`config.mk`:
```
export PLATFORM = sky130hd
export DESIGN_NAME = cpt_config
export DESIGN_NICKNAME = d
export VERILOG_FILES = /design/src/logic/cpt_pkg.sv /design/src/logic/cpt_config.sv /design/src/logic/cpt_frame_sched.sv
export SDC_FILE = /design/constraint.sdc
export NUM_CORES = 1
export LEC_CHECK = 0
export ABC_AREA = 1
export BUFFER_PORTS_ARGS = -buffer_cell sky130_fd_sc_hd__buf_2
export CORE_MARGIN = 3
export CORE_UTILIZATION = 35
export CTS_CLUSTER_SIZE = 10
export DETAILED_ROUTE_END_ITERATION = 12
export GPL_TIMING_DRIVEN = 0
export REMOVE_ABC_BUFFERS = 1
export SLEW_MARGIN = 10
export SYNTH_ARGS = -nofsm -noshare
export SYNTH_HDL_FRONTEND = slang
export SYNTH_SLANG_ARGS = --single-unit
```
`constraint.sdc`:
```
create_clock -name clk_i -period 3.2 [get_ports clk_i]
set_input_delay 0.48 -clock clk_i [delete_from_list [all_inputs] [get_ports clk_i]]
set_output_delay 0.48 -clock clk_i [all_outputs]
set_load 0.02 [all_outputs]
```
`src/logic/cpt_pkg.sv`:
```
package cpt_pkg;

  // ------------------------------------------------------------
  // Clock and timing
  // ------------------------------------------------------------
  localparam int unsigned CLK_HZ        = 125_000_000;
  localparam int unsigned BUS_IDLE_S    = 1;
  localparam int unsigned BUS_IDLE_CYC  = BUS_IDLE_S * CLK_HZ;
  localparam int unsigned TICK_US       = 1000;
  localparam int unsigned TICK_CYC      = TICK_US * (CLK_HZ / 1_000_000);
  localparam int unsigned TICK_FAST_CYC = 125;
  localparam int unsigned WAIT_MS       = 100;
  localparam int unsigned RI_PERIOD      = 128;
  localparam int unsigned RI_PERIOD_TEST = 16;
  localparam int unsigned PJ_PERIOD      = 16;
  localparam int unsigned PJ_PERIOD_TEST = 2;
  localparam logic [6:0]  RI_MASK      = 7'(RI_PERIOD - 1);
  localparam logic [6:0]  RI_MASK_TEST = 7'(RI_PERIOD_TEST - 1);
  localparam logic [6:0]  PJ_MASK      = 7'(PJ_PERIOD - 1);
  localparam logic [6:0]  PJ_MASK_TEST = 7'(PJ_PERIOD_TEST - 1);
  localparam logic [1:0]  BOOT_LOAD    = 2'h2;

  // ------------------------------------------------------------
  // Register map (word index, byte address is four times it)
  // ------------------------------------------------------------
  localparam int unsigned ADR_W        = 10;
  localparam logic [7:0]  IDX_DEBUG    = 8'hC0;
  localparam logic [7:0]  IDX_CONFIG   = 8'hC2;
  localparam logic [7:0]  IDX_CTRL     = 8'hC8;
  localparam logic [7:0]  IDX_STATUS   = 8'hC9;
  localparam logic [7:0]  IDX_IRQ_STAT = 8'hCA;
  localparam logic [7:0]  IDX_IRQ_MASK = 8'hCB;
  localparam logic [7:0]  DEBUG_RST    = 8'h00;
  localparam logic [7:0]  CONFIG_RST   = 8'h80;
  localparam logic [7:0]  DEBUG_WMASK  = 8'h5F;

  // Debug register fields.
  localparam int unsigned DBG_TIMEOUT_DIS = 6;
  localparam int unsigned DBG_SYNC_DIS    = 4;
  localparam int unsigned DBG_CHECKSUM    = 3;
  localparam int unsigned DBG_FC_TEST     = 2;
  localparam int unsigned DBG_ACCEL       = 1;
  localparam int unsigned DBG_FAST        = 0;

  // Config register fields.
  localparam int unsigned CFG_LINK_VERIFY = 7;
  localparam int unsigned CFG_SIG_SEL     = 6;
  localparam int unsigned CFG_REPEATER    = 5;
  localparam int unsigned CFG_MODE_LO     = 3;
  localparam int unsigned CFG_WAIT_EN     = 2;
  localparam int unsigned CFG_RXDET_QUAL  = 1;
  localparam int unsigned CFG_MUTE        = 0;

  // Interrupt status and mask bits.
  localparam int unsigned IRQ_W          = 4;
  localparam int unsigned IRQ_RX_DETECT  = 0;
  localparam int unsigned IRQ_BUS_FREE   = 1;
  localparam int unsigned IRQ_WAIT_DONE  = 2;
  localparam int unsigned IRQ_LINK_CHECK = 3;

  typedef enum logic [1:0] {
    CPT_ENC_AUTHENTICATED = 2'b00,
    CPT_ENC_REGISTER      = 2'b01,
    CPT_ENC_ALWAYS        = 2'b10,
    CPT_ENC_IN_BAND       = 2'b11
  } cpt_enc_mode_t;

  typedef enum logic {
    CPT_WAIT_IDLE = 1'b0,
    CPT_WAIT_RUN  = 1'b1
  } cpt_wait_state_t;

endpackage
```
`src/logic/cpt_config.sv`:
```
// Summary of operation
// - Master frees bus after 1 s idle
// - Ri checked around frame 128, sync at 127
// - Send per-channel ones-complement line checksums
// - Test bit shortens Pj and Ri periods
// - Accelerate bit speeds authentication timers
// - Fast bit selects master timing, mirrored
// - Enhanced verify checks Pj every 16th frame
// - Select bit chooses EESS or OESS signalling
// - Repeater bit enables repeater authentication
// - Mode field picks one of four modes
// - Mode resets from repeater strap
// - Wait bit inserts 100 ms wait
// - Qualify bit adds lock to detect interrupt
// - Mute bit freezes encryption status controls
// - Always-encrypt makes enable read as one
// - Enabled, unauthenticated sends blue screen, except in authenticated mode
`timescale 1ns/1ps
module cpt_config #(
  parameter int unsigned BUS_IDLE_CYC = cpt_pkg::BUS_IDLE_CYC,
  parameter int unsigned TICK_CYC     = cpt_pkg::TICK_CYC
) (
  input  wire logic        clk_i,
  input  wire logic        rst_i,
  input  wire logic        wb_cyc_i,
  input  wire logic        wb_stb_i,
  input  wire logic        wb_we_i,
  input  wire logic [9:0]  wb_adr_i,
  input  wire logic [3:0]  wb_sel_i,
  input  wire logic [31:0] wb_dat_i,
  output logic      [31:0] wb_dat_o,
  output logic             wb_ack_o,
  input  wire logic        strap_repeater_i,
  input  wire logic        authenticated_i,
  input  wire logic        frame_start_i,
  input  wire logic        in_band_encrypt_i,
  input  wire logic        pixel_valid_i,
  input  wire logic [23:0] pixel_rgb_i,
  input  wire logic        line_end_i,
  input  wire logic        master_activity_i,
  input  wire logic        wait_start_i,
  input  wire logic        rx_detect_i,
  input  wire logic        rx_lock_i,
  output logic             irq_o,
  output logic             prot_master_fast_timing_o,
  output logic             prot_master_bus_free_o,
  output logic             status_signalling_select_o,
  output logic             transmit_repeater_enable_o,
  output logic             av_mute_o,
  output logic             encrypt_o,
  output logic             blue_screen_o,
  output logic             auth_tick_o,
  output logic             wait_done_o,
  output logic             checksum_valid_o,
  output logic      [23:0] checksum_rgb_o,
  output logic             ri_check_o,
  output logic             ri_sync_check_o,
  output logic             pj_check_o
);

  typedef struct packed {
    logic [7:0]                dbg;
    logic [7:0]                cfg;
    logic                      cipher_en;
    logic                      ack;
    logic [31:0]               dat;
    logic                      strap_s1;
    logic                      strap_s2;
    logic [1:0]                boot;
    logic [3:0]                irq_st;
    logic [3:0]                irq_mask;
    logic                      irq;
    logic [31:0]               idle_cnt;
    logic                      bus_free;
    logic [31:0]               tick_cnt;
    logic                      tick;
    cpt_pkg::cpt_wait_state_t  wstate;
    logic [6:0]                wait_cnt;
    logic                      wait_done;
    logic [23:0]               sum;
    logic                      ck_valid;
    logic [23:0]               ck;
    logic                      inband;
    logic                      encrypt;
    logic                      blue;
    logic                      det_q;
  } cpt_state_t;

  cpt_state_t            s;
  cpt_state_t            next_s;
  logic       [23:0]     acc;
  logic       [7:0]      idx;
  logic       [7:0]      rdata;
  logic                  req;
  logic                  wr;
  logic                  enc;
  logic                  blue;
  logic                  det;
  logic       [31:0]     tick_lim;
  logic       [3:0]      events;
  cpt_pkg::cpt_enc_mode_t mode;

  // ------------------------------------------------------------
  // Line checksum adders, one per colour channel
  // ------------------------------------------------------------
  for (genvar i = 0; i < 3; i++) begin : g_ch
    logic [8:0] raw;
    assign raw = {1'b0, s.sum[8*i +: 8]} + {1'b0, pixel_rgb_i[8*i +: 8]};
    // End-around carry keeps the sum in ones-complement form.
    assign acc[8*i +: 8] = pixel_valid_i ? raw[7:0] + {7'h00, raw[8]}
                                         : s.sum[8*i +: 8];
  end

  // ------------------------------------------------------------
  // Next state
  // ------------------------------------------------------------
  always_comb begin
    next_s = s;
    events = 4'h0;
    idx    = wb_adr_i[9:2];
    req    = wb_cyc_i && wb_stb_i;
    // Writes commit on the edge where the master sees ack.
    wr     = req && wb_we_i && s.ack && wb_sel_i[0];
    mode   = cpt_pkg::cpt_enc_mode_t'(s.cfg[cpt_pkg::CFG_MODE_LO +: 2]);

    // Strap passes two flops; it is read only once both are loaded.
    next_s.strap_s1 = strap_repeater_i;
    next_s.strap_s2 = s.strap_s1;
    if (s.boot != 2'h3) begin
      next_s.boot = s.boot + 2'h1;
    end

    // Register read data.
    case (idx)
      cpt_pkg::IDX_DEBUG: begin
        rdata = s.dbg & cpt_pkg::DEBUG_WMASK;
      end
      cpt_pkg::IDX_CONFIG: begin
        rdata = s.cfg;
      end
      cpt_pkg::IDX_CTRL: begin
        rdata = {7'h00, (mode == cpt_pkg::CPT_ENC_ALWAYS) | s.cipher_en};
      end
      cpt_pkg::IDX_STATUS: begin
        rdata = {2'h0, s.bus_free, s.det_q, s.blue, s.encrypt,
                 authenticated_i, s.dbg[cpt_pkg::DBG_FAST]};
      end
      cpt_pkg::IDX_IRQ_STAT: begin
        rdata = {4'h0, s.irq_st};
      end
      cpt_pkg::IDX_IRQ_MASK: begin
        rdata = {4'h0, s.irq_mask};
      end
      default: begin
        rdata = 8'h00;
      end
    endcase

    // Bus handshake: one wait state, then ack for one cycle.
    next_s.ack = req && !s.ack;
    if (req && !s.ack) begin
      next_s.dat = {24'h000000, rdata};
    end

    // Register writes.
    if (wr) begin
      case (idx)
        cpt_pkg::IDX_DEBUG: begin
          next_s.dbg = wb_dat_i[7:0] & cpt_pkg::DEBUG_WMASK;
        end
        cpt_pkg::IDX_CONFIG: begin
          next_s.cfg = wb_dat_i[7:0];
        end
        cpt_pkg::IDX_CTRL: begin
          if (mode != cpt_pkg::CPT_ENC_ALWAYS) begin
            next_s.cipher_en = wb_dat_i[0];
          end
        end
        cpt_pkg::IDX_IRQ_MASK: begin
          next_s.irq_mask = wb_dat_i[3:0];
        end
        default: begin
        end
      endcase
    end

    // Power-up mode follows the repeater strap.
    if (s.boot == cpt_pkg::BOOT_LOAD) begin
      next_s.cfg[cpt_pkg::CFG_MODE_LO +: 2] = s.strap_s2 ? cpt_pkg::CPT_ENC_IN_BAND
                                                         : cpt_pkg::CPT_ENC_AUTHENTICATED;
    end

    // Bus idle timeout of the embedded master.
    next_s.bus_free = 1'b0;
    if (master_activity_i || s.dbg[cpt_pkg::DBG_TIMEOUT_DIS]) begin
      next_s.idle_cnt = 32'h0;
    end else if (s.idle_cnt != BUS_IDLE_CYC) begin
      next_s.idle_cnt = s.idle_cnt + 32'h1;
    end else begin
      next_s.bus_free = 1'b1;
    end
    events[cpt_pkg::IRQ_BUS_FREE] = next_s.bus_free && !s.bus_free;

    // Authentication timer tick.
    tick_lim = s.dbg[cpt_pkg::DBG_ACCEL] ? cpt_pkg::TICK_FAST_CYC : TICK_CYC;
    next_s.tick = 1'b0;
    if (wait_start_i || s.tick_cnt >= tick_lim - 32'h1) begin
      next_s.tick_cnt = 32'h0;
      next_s.tick     = !wait_start_i;
    end else begin
      next_s.tick_cnt = s.tick_cnt + 32'h1;
    end

    // Optional receiver settling wait, counted in timer ticks.
    next_s.wait_done = 1'b0;
    case (s.wstate)
      cpt_pkg::CPT_WAIT_IDLE: begin
        if (wait_start_i) begin
          if (s.cfg[cpt_pkg::CFG_WAIT_EN]) begin
            next_s.wstate   = cpt_pkg::CPT_WAIT_RUN;
            next_s.wait_cnt = 7'h00;
          end else begin
            next_s.wait_done = 1'b1;
          end
        end
      end
      cpt_pkg::CPT_WAIT_RUN: begin
        if (s.tick) begin
          if (s.wait_cnt == 7'(cpt_pkg::WAIT_MS - 1)) begin
            next_s.wait_done = 1'b1;
            next_s.wstate    = cpt_pkg::CPT_WAIT_IDLE;
          end else begin
            next_s.wait_cnt = s.wait_cnt + 7'h01;
          end
        end
      end
      default: begin
        next_s.wstate = cpt_pkg::CPT_WAIT_IDLE;
      end
    endcase
    events[cpt_pkg::IRQ_WAIT_DONE] = next_s.wait_done;

    // Line checksum.
    next_s.ck_valid = 1'b0;
    if (line_end_i) begin
      next_s.sum = 24'h000000;
      if (s.dbg[cpt_pkg::DBG_CHECKSUM]) begin
        next_s.ck_valid = 1'b1;
        next_s.ck       = ~acc;
      end
    end else begin
      next_s.sum = acc;
    end

    // Encryption decision.
    if (frame_start_i) begin
      next_s.inband = in_band_encrypt_i;
    end
    case (mode)
      cpt_pkg::CPT_ENC_AUTHENTICATED: begin
        enc  = authenticated_i;
        blue = 1'b0;
      end
      cpt_pkg::CPT_ENC_REGISTER: begin
        enc  = s.cipher_en && authenticated_i;
        blue = s.cipher_en && !authenticated_i;
      end
      cpt_pkg::CPT_ENC_ALWAYS: begin
        enc  = authenticated_i;
        blue = !authenticated_i;
      end
      default: begin
        enc  = s.inband && authenticated_i;
        blue = s.inband && !authenticated_i;
      end
    endcase
    // While muted the controls are ignored and the last status holds.
    if (!s.cfg[cpt_pkg::CFG_MUTE]) begin
      next_s.encrypt = enc;
      next_s.blue    = blue;
    end

    // Receiver detect, optionally qualified by lock.
    det = rx_detect_i && (!s.cfg[cpt_pkg::CFG_RXDET_QUAL] || rx_lock_i);
    next_s.det_q = det;
    events[cpt_pkg::IRQ_RX_DETECT] = det && !s.det_q;
    events[cpt_pkg::IRQ_LINK_CHECK] = ri_check_o || ri_sync_check_o || pj_check_o;

    // Sticky status: a new event wins over a same-cycle clear.
    if (wr && idx == cpt_pkg::IDX_IRQ_STAT) begin
      next_s.irq_st = s.irq_st & ~wb_dat_i[3:0];
    end
    next_s.irq_st = next_s.irq_st | events;
    next_s.irq    = |(next_s.irq_st & next_s.irq_mask);
  end

  // ------------------------------------------------------------
  // State register
  // ------------------------------------------------------------
  always_ff @(posedge clk_i) begin
    if (rst_i) begin
      s        <= '0;
      s.dbg    <= cpt_pkg::DEBUG_RST;
      s.cfg    <= cpt_pkg::CONFIG_RST;
      s.wstate <= cpt_pkg::CPT_WAIT_IDLE;
    end else begin
      s <= next_s;
    end
  end

  // ------------------------------------------------------------
  // Frame scheduling of link checks
  // ------------------------------------------------------------
  cpt_frame_sched u_sched (
    .clk_i           (clk_i),
    .rst_i           (rst_i),
    .frame_start_i   (frame_start_i),
    .fc_test_i       (s.dbg[cpt_pkg::DBG_FC_TEST]),
    .sync_dis_i      (s.dbg[cpt_pkg::DBG_SYNC_DIS]),
    .pj_enable_i     (s.cfg[cpt_pkg::CFG_LINK_VERIFY]),
    .ri_check_o      (ri_check_o),
    .ri_sync_check_o (ri_sync_check_o),
    .pj_check_o      (pj_check_o)
  );

  // ------------------------------------------------------------
  // Outputs
  // ------------------------------------------------------------
  assign wb_dat_o                   = s.dat;
  assign wb_ack_o                   = s.ack;
  assign irq_o                      = s.irq;
  assign prot_master_fast_timing_o  = s.dbg[cpt_pkg::DBG_FAST];
  assign prot_master_bus_free_o     = s.bus_free;
  assign status_signalling_select_o = s.cfg[cpt_pkg::CFG_SIG_SEL];
  assign transmit_repeater_enable_o = s.cfg[cpt_pkg::CFG_REPEATER];
  assign av_mute_o                  = s.cfg[cpt_pkg::CFG_MUTE];
  assign encrypt_o                  = s.encrypt;
  assign blue_screen_o              = s.blue;
  assign auth_tick_o                = s.tick;
  assign wait_done_o                = s.wait_done;
  assign checksum_valid_o           = s.ck_valid;
  assign checksum_rgb_o             = s.ck;

endmodule

```
`src/logic/cpt_frame_sched.sv`:
```
`timescale 1ns/1ps
module cpt_frame_sched (
  input  wire logic clk_i,
  input  wire logic rst_i,
  input  wire logic frame_start_i,
  input  wire logic fc_test_i,
  input  wire logic sync_dis_i,
  input  wire logic pj_enable_i,
  output logic      ri_check_o,
  output logic      ri_sync_check_o,
  output logic      pj_check_o
);

  typedef struct packed {
    logic [6:0] cnt;
    logic       ri;
    logic       sync;
    logic       pj;
  } cpt_sched_t;

  cpt_sched_t s;
  cpt_sched_t next_s;
  logic [6:0] ri_mask;
  logic [6:0] pj_mask;
  logic [6:0] nxt_cnt;

  // ------------------------------------------------------------
  // Frame counter
  // ------------------------------------------------------------
  always_comb begin
    ri_mask = fc_test_i ? cpt_pkg::RI_MASK_TEST : cpt_pkg::RI_MASK;
    pj_mask = fc_test_i ? cpt_pkg::PJ_MASK_TEST : cpt_pkg::PJ_MASK;
    nxt_cnt = (s.cnt + 7'h01) & ri_mask;
    next_s      = s;
    next_s.ri   = 1'b0;
    next_s.sync = 1'b0;
    next_s.pj   = 1'b0;
    if (frame_start_i) begin
      next_s.cnt  = nxt_cnt;
      // Wrap marks the frame after the period; the frame before it is the sync check.
      next_s.ri   = (nxt_cnt == 7'h00);
      next_s.sync = (nxt_cnt == ri_mask) && !sync_dis_i;
      next_s.pj   = pj_enable_i && ((nxt_cnt & pj_mask) == 7'h00);
    end
  end

  always_ff @(posedge clk_i) begin
    if (rst_i) begin
      s <= '0;
    end else begin
      s <= next_s;
    end
  end

  assign ri_check_o      = s.ri;
  assign ri_sync_check_o = s.sync;
  assign pj_check_o      = s.pj;

endmodule

```
==> impl_results.md <==
* Vias at 8459
* YS warnings at 0
* Average routed wire per standard cell at 12.42 um
* Synthesis-to-finish area growth at 12.91%
* First-pass GRT wire length at 37780 um
* Slew @ Worst Pin at 943.7 ps
* Final slew viol count at 0
* #FFs+latches synth at 175
* CTS Buf Count at 17
* Commonest non-fill, non-tap cell in the layout: nand2_1
* Routability Congestion at 0.8388
* Final core utilization at 0.4043
* Setup crit start kind: register
* # rows at 60
* Met2 global-route usage at 0.2601
* Syn Area/Cell at 7.012 um^2
* Die height at 172.5 um
* Hold WS at 274.3 ps
* Fin area at 10960 um^2
* Clock root cell: clkbuf_16
* Post-synthesis mux area share at 0
* GR Util met3 at 0.02804
* Slew headroom at 0.3686
* Core outline area at 27100 um^2
* Fillcell total at 2855
* Unrepaired setup endpoints after global routing: true
* Tot Pwr at 4.867 mW
* Critical R2R Capture: checksum_rgb_o[14]$_SDFFE_PP0P_
* Number of distinct library cells after synthesis at 55
* Minimum clock period at 2865 ps
* Met1 usage at 0.1996
* Die area at 29760 um^2
* Vias in the first global route at 7755
* Clk_lat worst skew at 420 ps
* Via density at 4.580
* Synth Area in Compound Gates at 0.1147
* R2R depth at 20
* VDD IR max at 0.2602 mV
* DP Area at 10300 um^2
* Largest net degree at the start of global routing at 43
* Number of flops mapped to enable cells by yosys at 0
* Total GRT Usage at 0.1528
* Largest family of logic cells by synthesized area: simple AND/OR/NAND/NOR gates
* Buffers on Ports at 102
* Critical Path Sink: checksum_rgb_o[14]$_SDFFE_PP0P_
* Fmax at 0.3490 GHz
* CTS max path bufs at 2
* Clock H-tree levels at 4
* Worst Hold Class: input port to register
* Crit-path max FO at 3
* Post-Synth Simple-Gate Area at 0.2959
* Reg clk slew, reported paths at 70 ps
* Hold Vio Cnt, Final at 0
* Share of post-route cells with drive strength above 1 at 0.1336
* Post-synthesis cell area at 9704 um^2
* Crit path from: s[37]$_SDFF_PP0_
* # setup viols final at 0
* Async set-reset flop share out of synthesis at 0
* DR iter-0 viols at 410
* Reg-to-reg setup timing slack at 330 ps
* Layout Nets at 1598
* Detailed placement HPWL at 17480 um
* CTS tree: done
* Final wirelength at 22950 um
* Mapped Cells at 1384
* # diodes at 0
* Pre-antenna DRT Iters at 5
* GR Overflow Total at 0
* Initial cell density of the core at 0.3581
* Data required, critical path at 3570 ps
* Register area share after synthesis at 0.3610
* DRC at 0
* Outcome: finished clean
* Boundary pin count at 156
* Worst clock skew at 13.57 ps
* Gr busiest metal: met2
* Die Wd at 172.5 um
* Reg2reg start: s[37]$_SDFF_PP0_
* Post-synthesis xor/xnor area fraction at 0.02347
* Pwr dens at 444.2 nW/um^2
* Final period util at 0.8954
* Worst Path Class, Setup: register to register
* ANT nets after route at 0
* Most common flop cell mapped by yosys: dfxtp_1
* Initial antenna violation count at 0
* Most frequent cells in the layout: nand2_1 (296), inv_1 (204), dfxtp_1 (175), nor2_1 (132), buf_2 (102)
* P_leak at 5.005 nW
* CP Capture Type: register
* Clock Sinks at 175
* Adder-cell share of the synthesized area at 0.06808
* Worst Path Arrival at 3230 ps
* Maxcap violations at 0
## cell usage after synthesis (3+ instances only)
cell / count / area, um^2
nor3_1: 18 / 90.09
nand2_1: 296 / 1111
o21bai_1: 6 / 45.04
nor2_4: 4 / 45.04
nor2_2: 17 / 106.4
or2_2: 8 / 50.05
nand4_1: 27 / 168.9
nor3_2: 4 / 40.04
ha_1: 48 / 600.6
o21ai_0: 89 / 445.4
nand3b_1: 8 / 60.06
or3_1: 4 / 25.02
fa_1: 3 / 60.06
o211ai_1: 5 / 37.54
inv_2: 5 / 18.77
a31oi_1: 4 / 25.02
nor2_1: 135 / 506.7
nand3_2: 3 / 30.03
inv_1: 207 / 777.0
a21oi_1: 85 / 425.4
dfxtp_1: 175 / 3503
xnor2_1: 9 / 78.83
buf_4: 56 / 420.4
nand3_1: 76 / 380.4
xor2_1: 17 / 148.9
nor4_1: 5 / 31.28
buf_1: 3 / 11.26
o21ai_1: 10 / 50.05
nand2_2: 4 / 25.02
o22ai_1: 3 / 18.77
clkbuf_1: 18 / 67.56
## worst min path at each step
stage                            from                end  slack, ps  cells past startpoint
3_3_place_gp   next_s[139]$_SDFF_PP0_  s[139]$_SDFF_PP0_        390                      2
4_1_cts             in_band_encrypt_i  s[3]$_SDFFE_PP0P_        250                      2
2_1_floorplan  next_s[139]$_SDFF_PP0_  s[139]$_SDFF_PP0_        390                      2
5_1_grt             in_band_encrypt_i  s[3]$_SDFFE_PP0P_        260                      2
6_report            in_band_encrypt_i  s[3]$_SDFFE_PP0P_        270                      2
3_5_place_dp   next_s[139]$_SDFF_PP0_  s[139]$_SDFF_PP0_        400                      2
## area by class of cell
class	count	area (um^2)	area share
Clock buffer	17	425.4	0.03883
Clock inverter	15	212.7	0.01941
Inverter	214	803.3	0.07331
Multi-Input combinational cell	952	5036	0.4596
Sequential cell	175	3503	0.3197
Tap cell	372	465.4	0.04248
Timing Repair Buffer	102	510.5	0.04659
## where the power goes
group / switching [mW] / internal [mW] / total [mW]
combinational: 0.306 / 0.153 / 0.460
sequential: 0.0226 / 2.22 / 2.24
clock: 1.03 / 1.14 / 2.17
total: 1.36 / 3.51 / 4.87
## repair_timing
| action | CTS | global route |
|---|---|---|
| hold buffers | 0 | 0 |
| endpoints found under the setup margin | 0 | 8 |
| resized for setup | 0 | 7 |
| buffers inserted | 0 | 0 |
## routing by layer
metal,vias up,wire length (um),part of all wire
met3,22,703,0.031
met2,148,10850,0.47
met5,-,0,0
met4,0,280,0.012
met1,3796,11110,0.48
li1,4493,-,-
## state kept, by name, summed over array words and instances (netlist names), 2 cells and up
register and flops:
checksum_rgb_o 24, mode 2, s 118, wb_dat_o 8, u_sched.s 7
## critical path: stages (launching register included)
cell	delay [ps]
dfxtp_1	340
ha_1	190
inv_1	60
fa_1	390
inv_2	90
nand3_1	110
nand3_1	110
a21oi_1	70
o21bai_1	160
ha_1	200
ha_1	140
inv_1	40
nor2_1	110
nand3_1	130
nor2_2	150
nand2_1	60
nand2_1	60
nand3_1	100
o211ai_1	170
nand2_1	80
inv_1	50
## per-stage QoR
step / instances / setup TNS (ps) / setup WS, ps
2_1_floorplan: 1341 / 0 / 538.4
3_3_place_gp: 1815 / -93.61 / -93.61
3_5_place_dp: 1815 / -25.99 / -25.99
4_1_cts: 1847 / 0 / 216.9
5_1_grt: 1847 / -4.864 / -4.864
6_report: 1847 / 0 / 334.8
## cells by family (layout without fill, tap and decap cells)
group | after synthesis | in the layout
compound gates | 210 | 210
xor+xnor | 26 | 26
fa+ha+maj | 51 | 51
buf+inv | 294 | 348
flops | 175 | 175
other cells | 1 | 38
simple gates | 627 | 627
(Power assumes the default switching activity.)
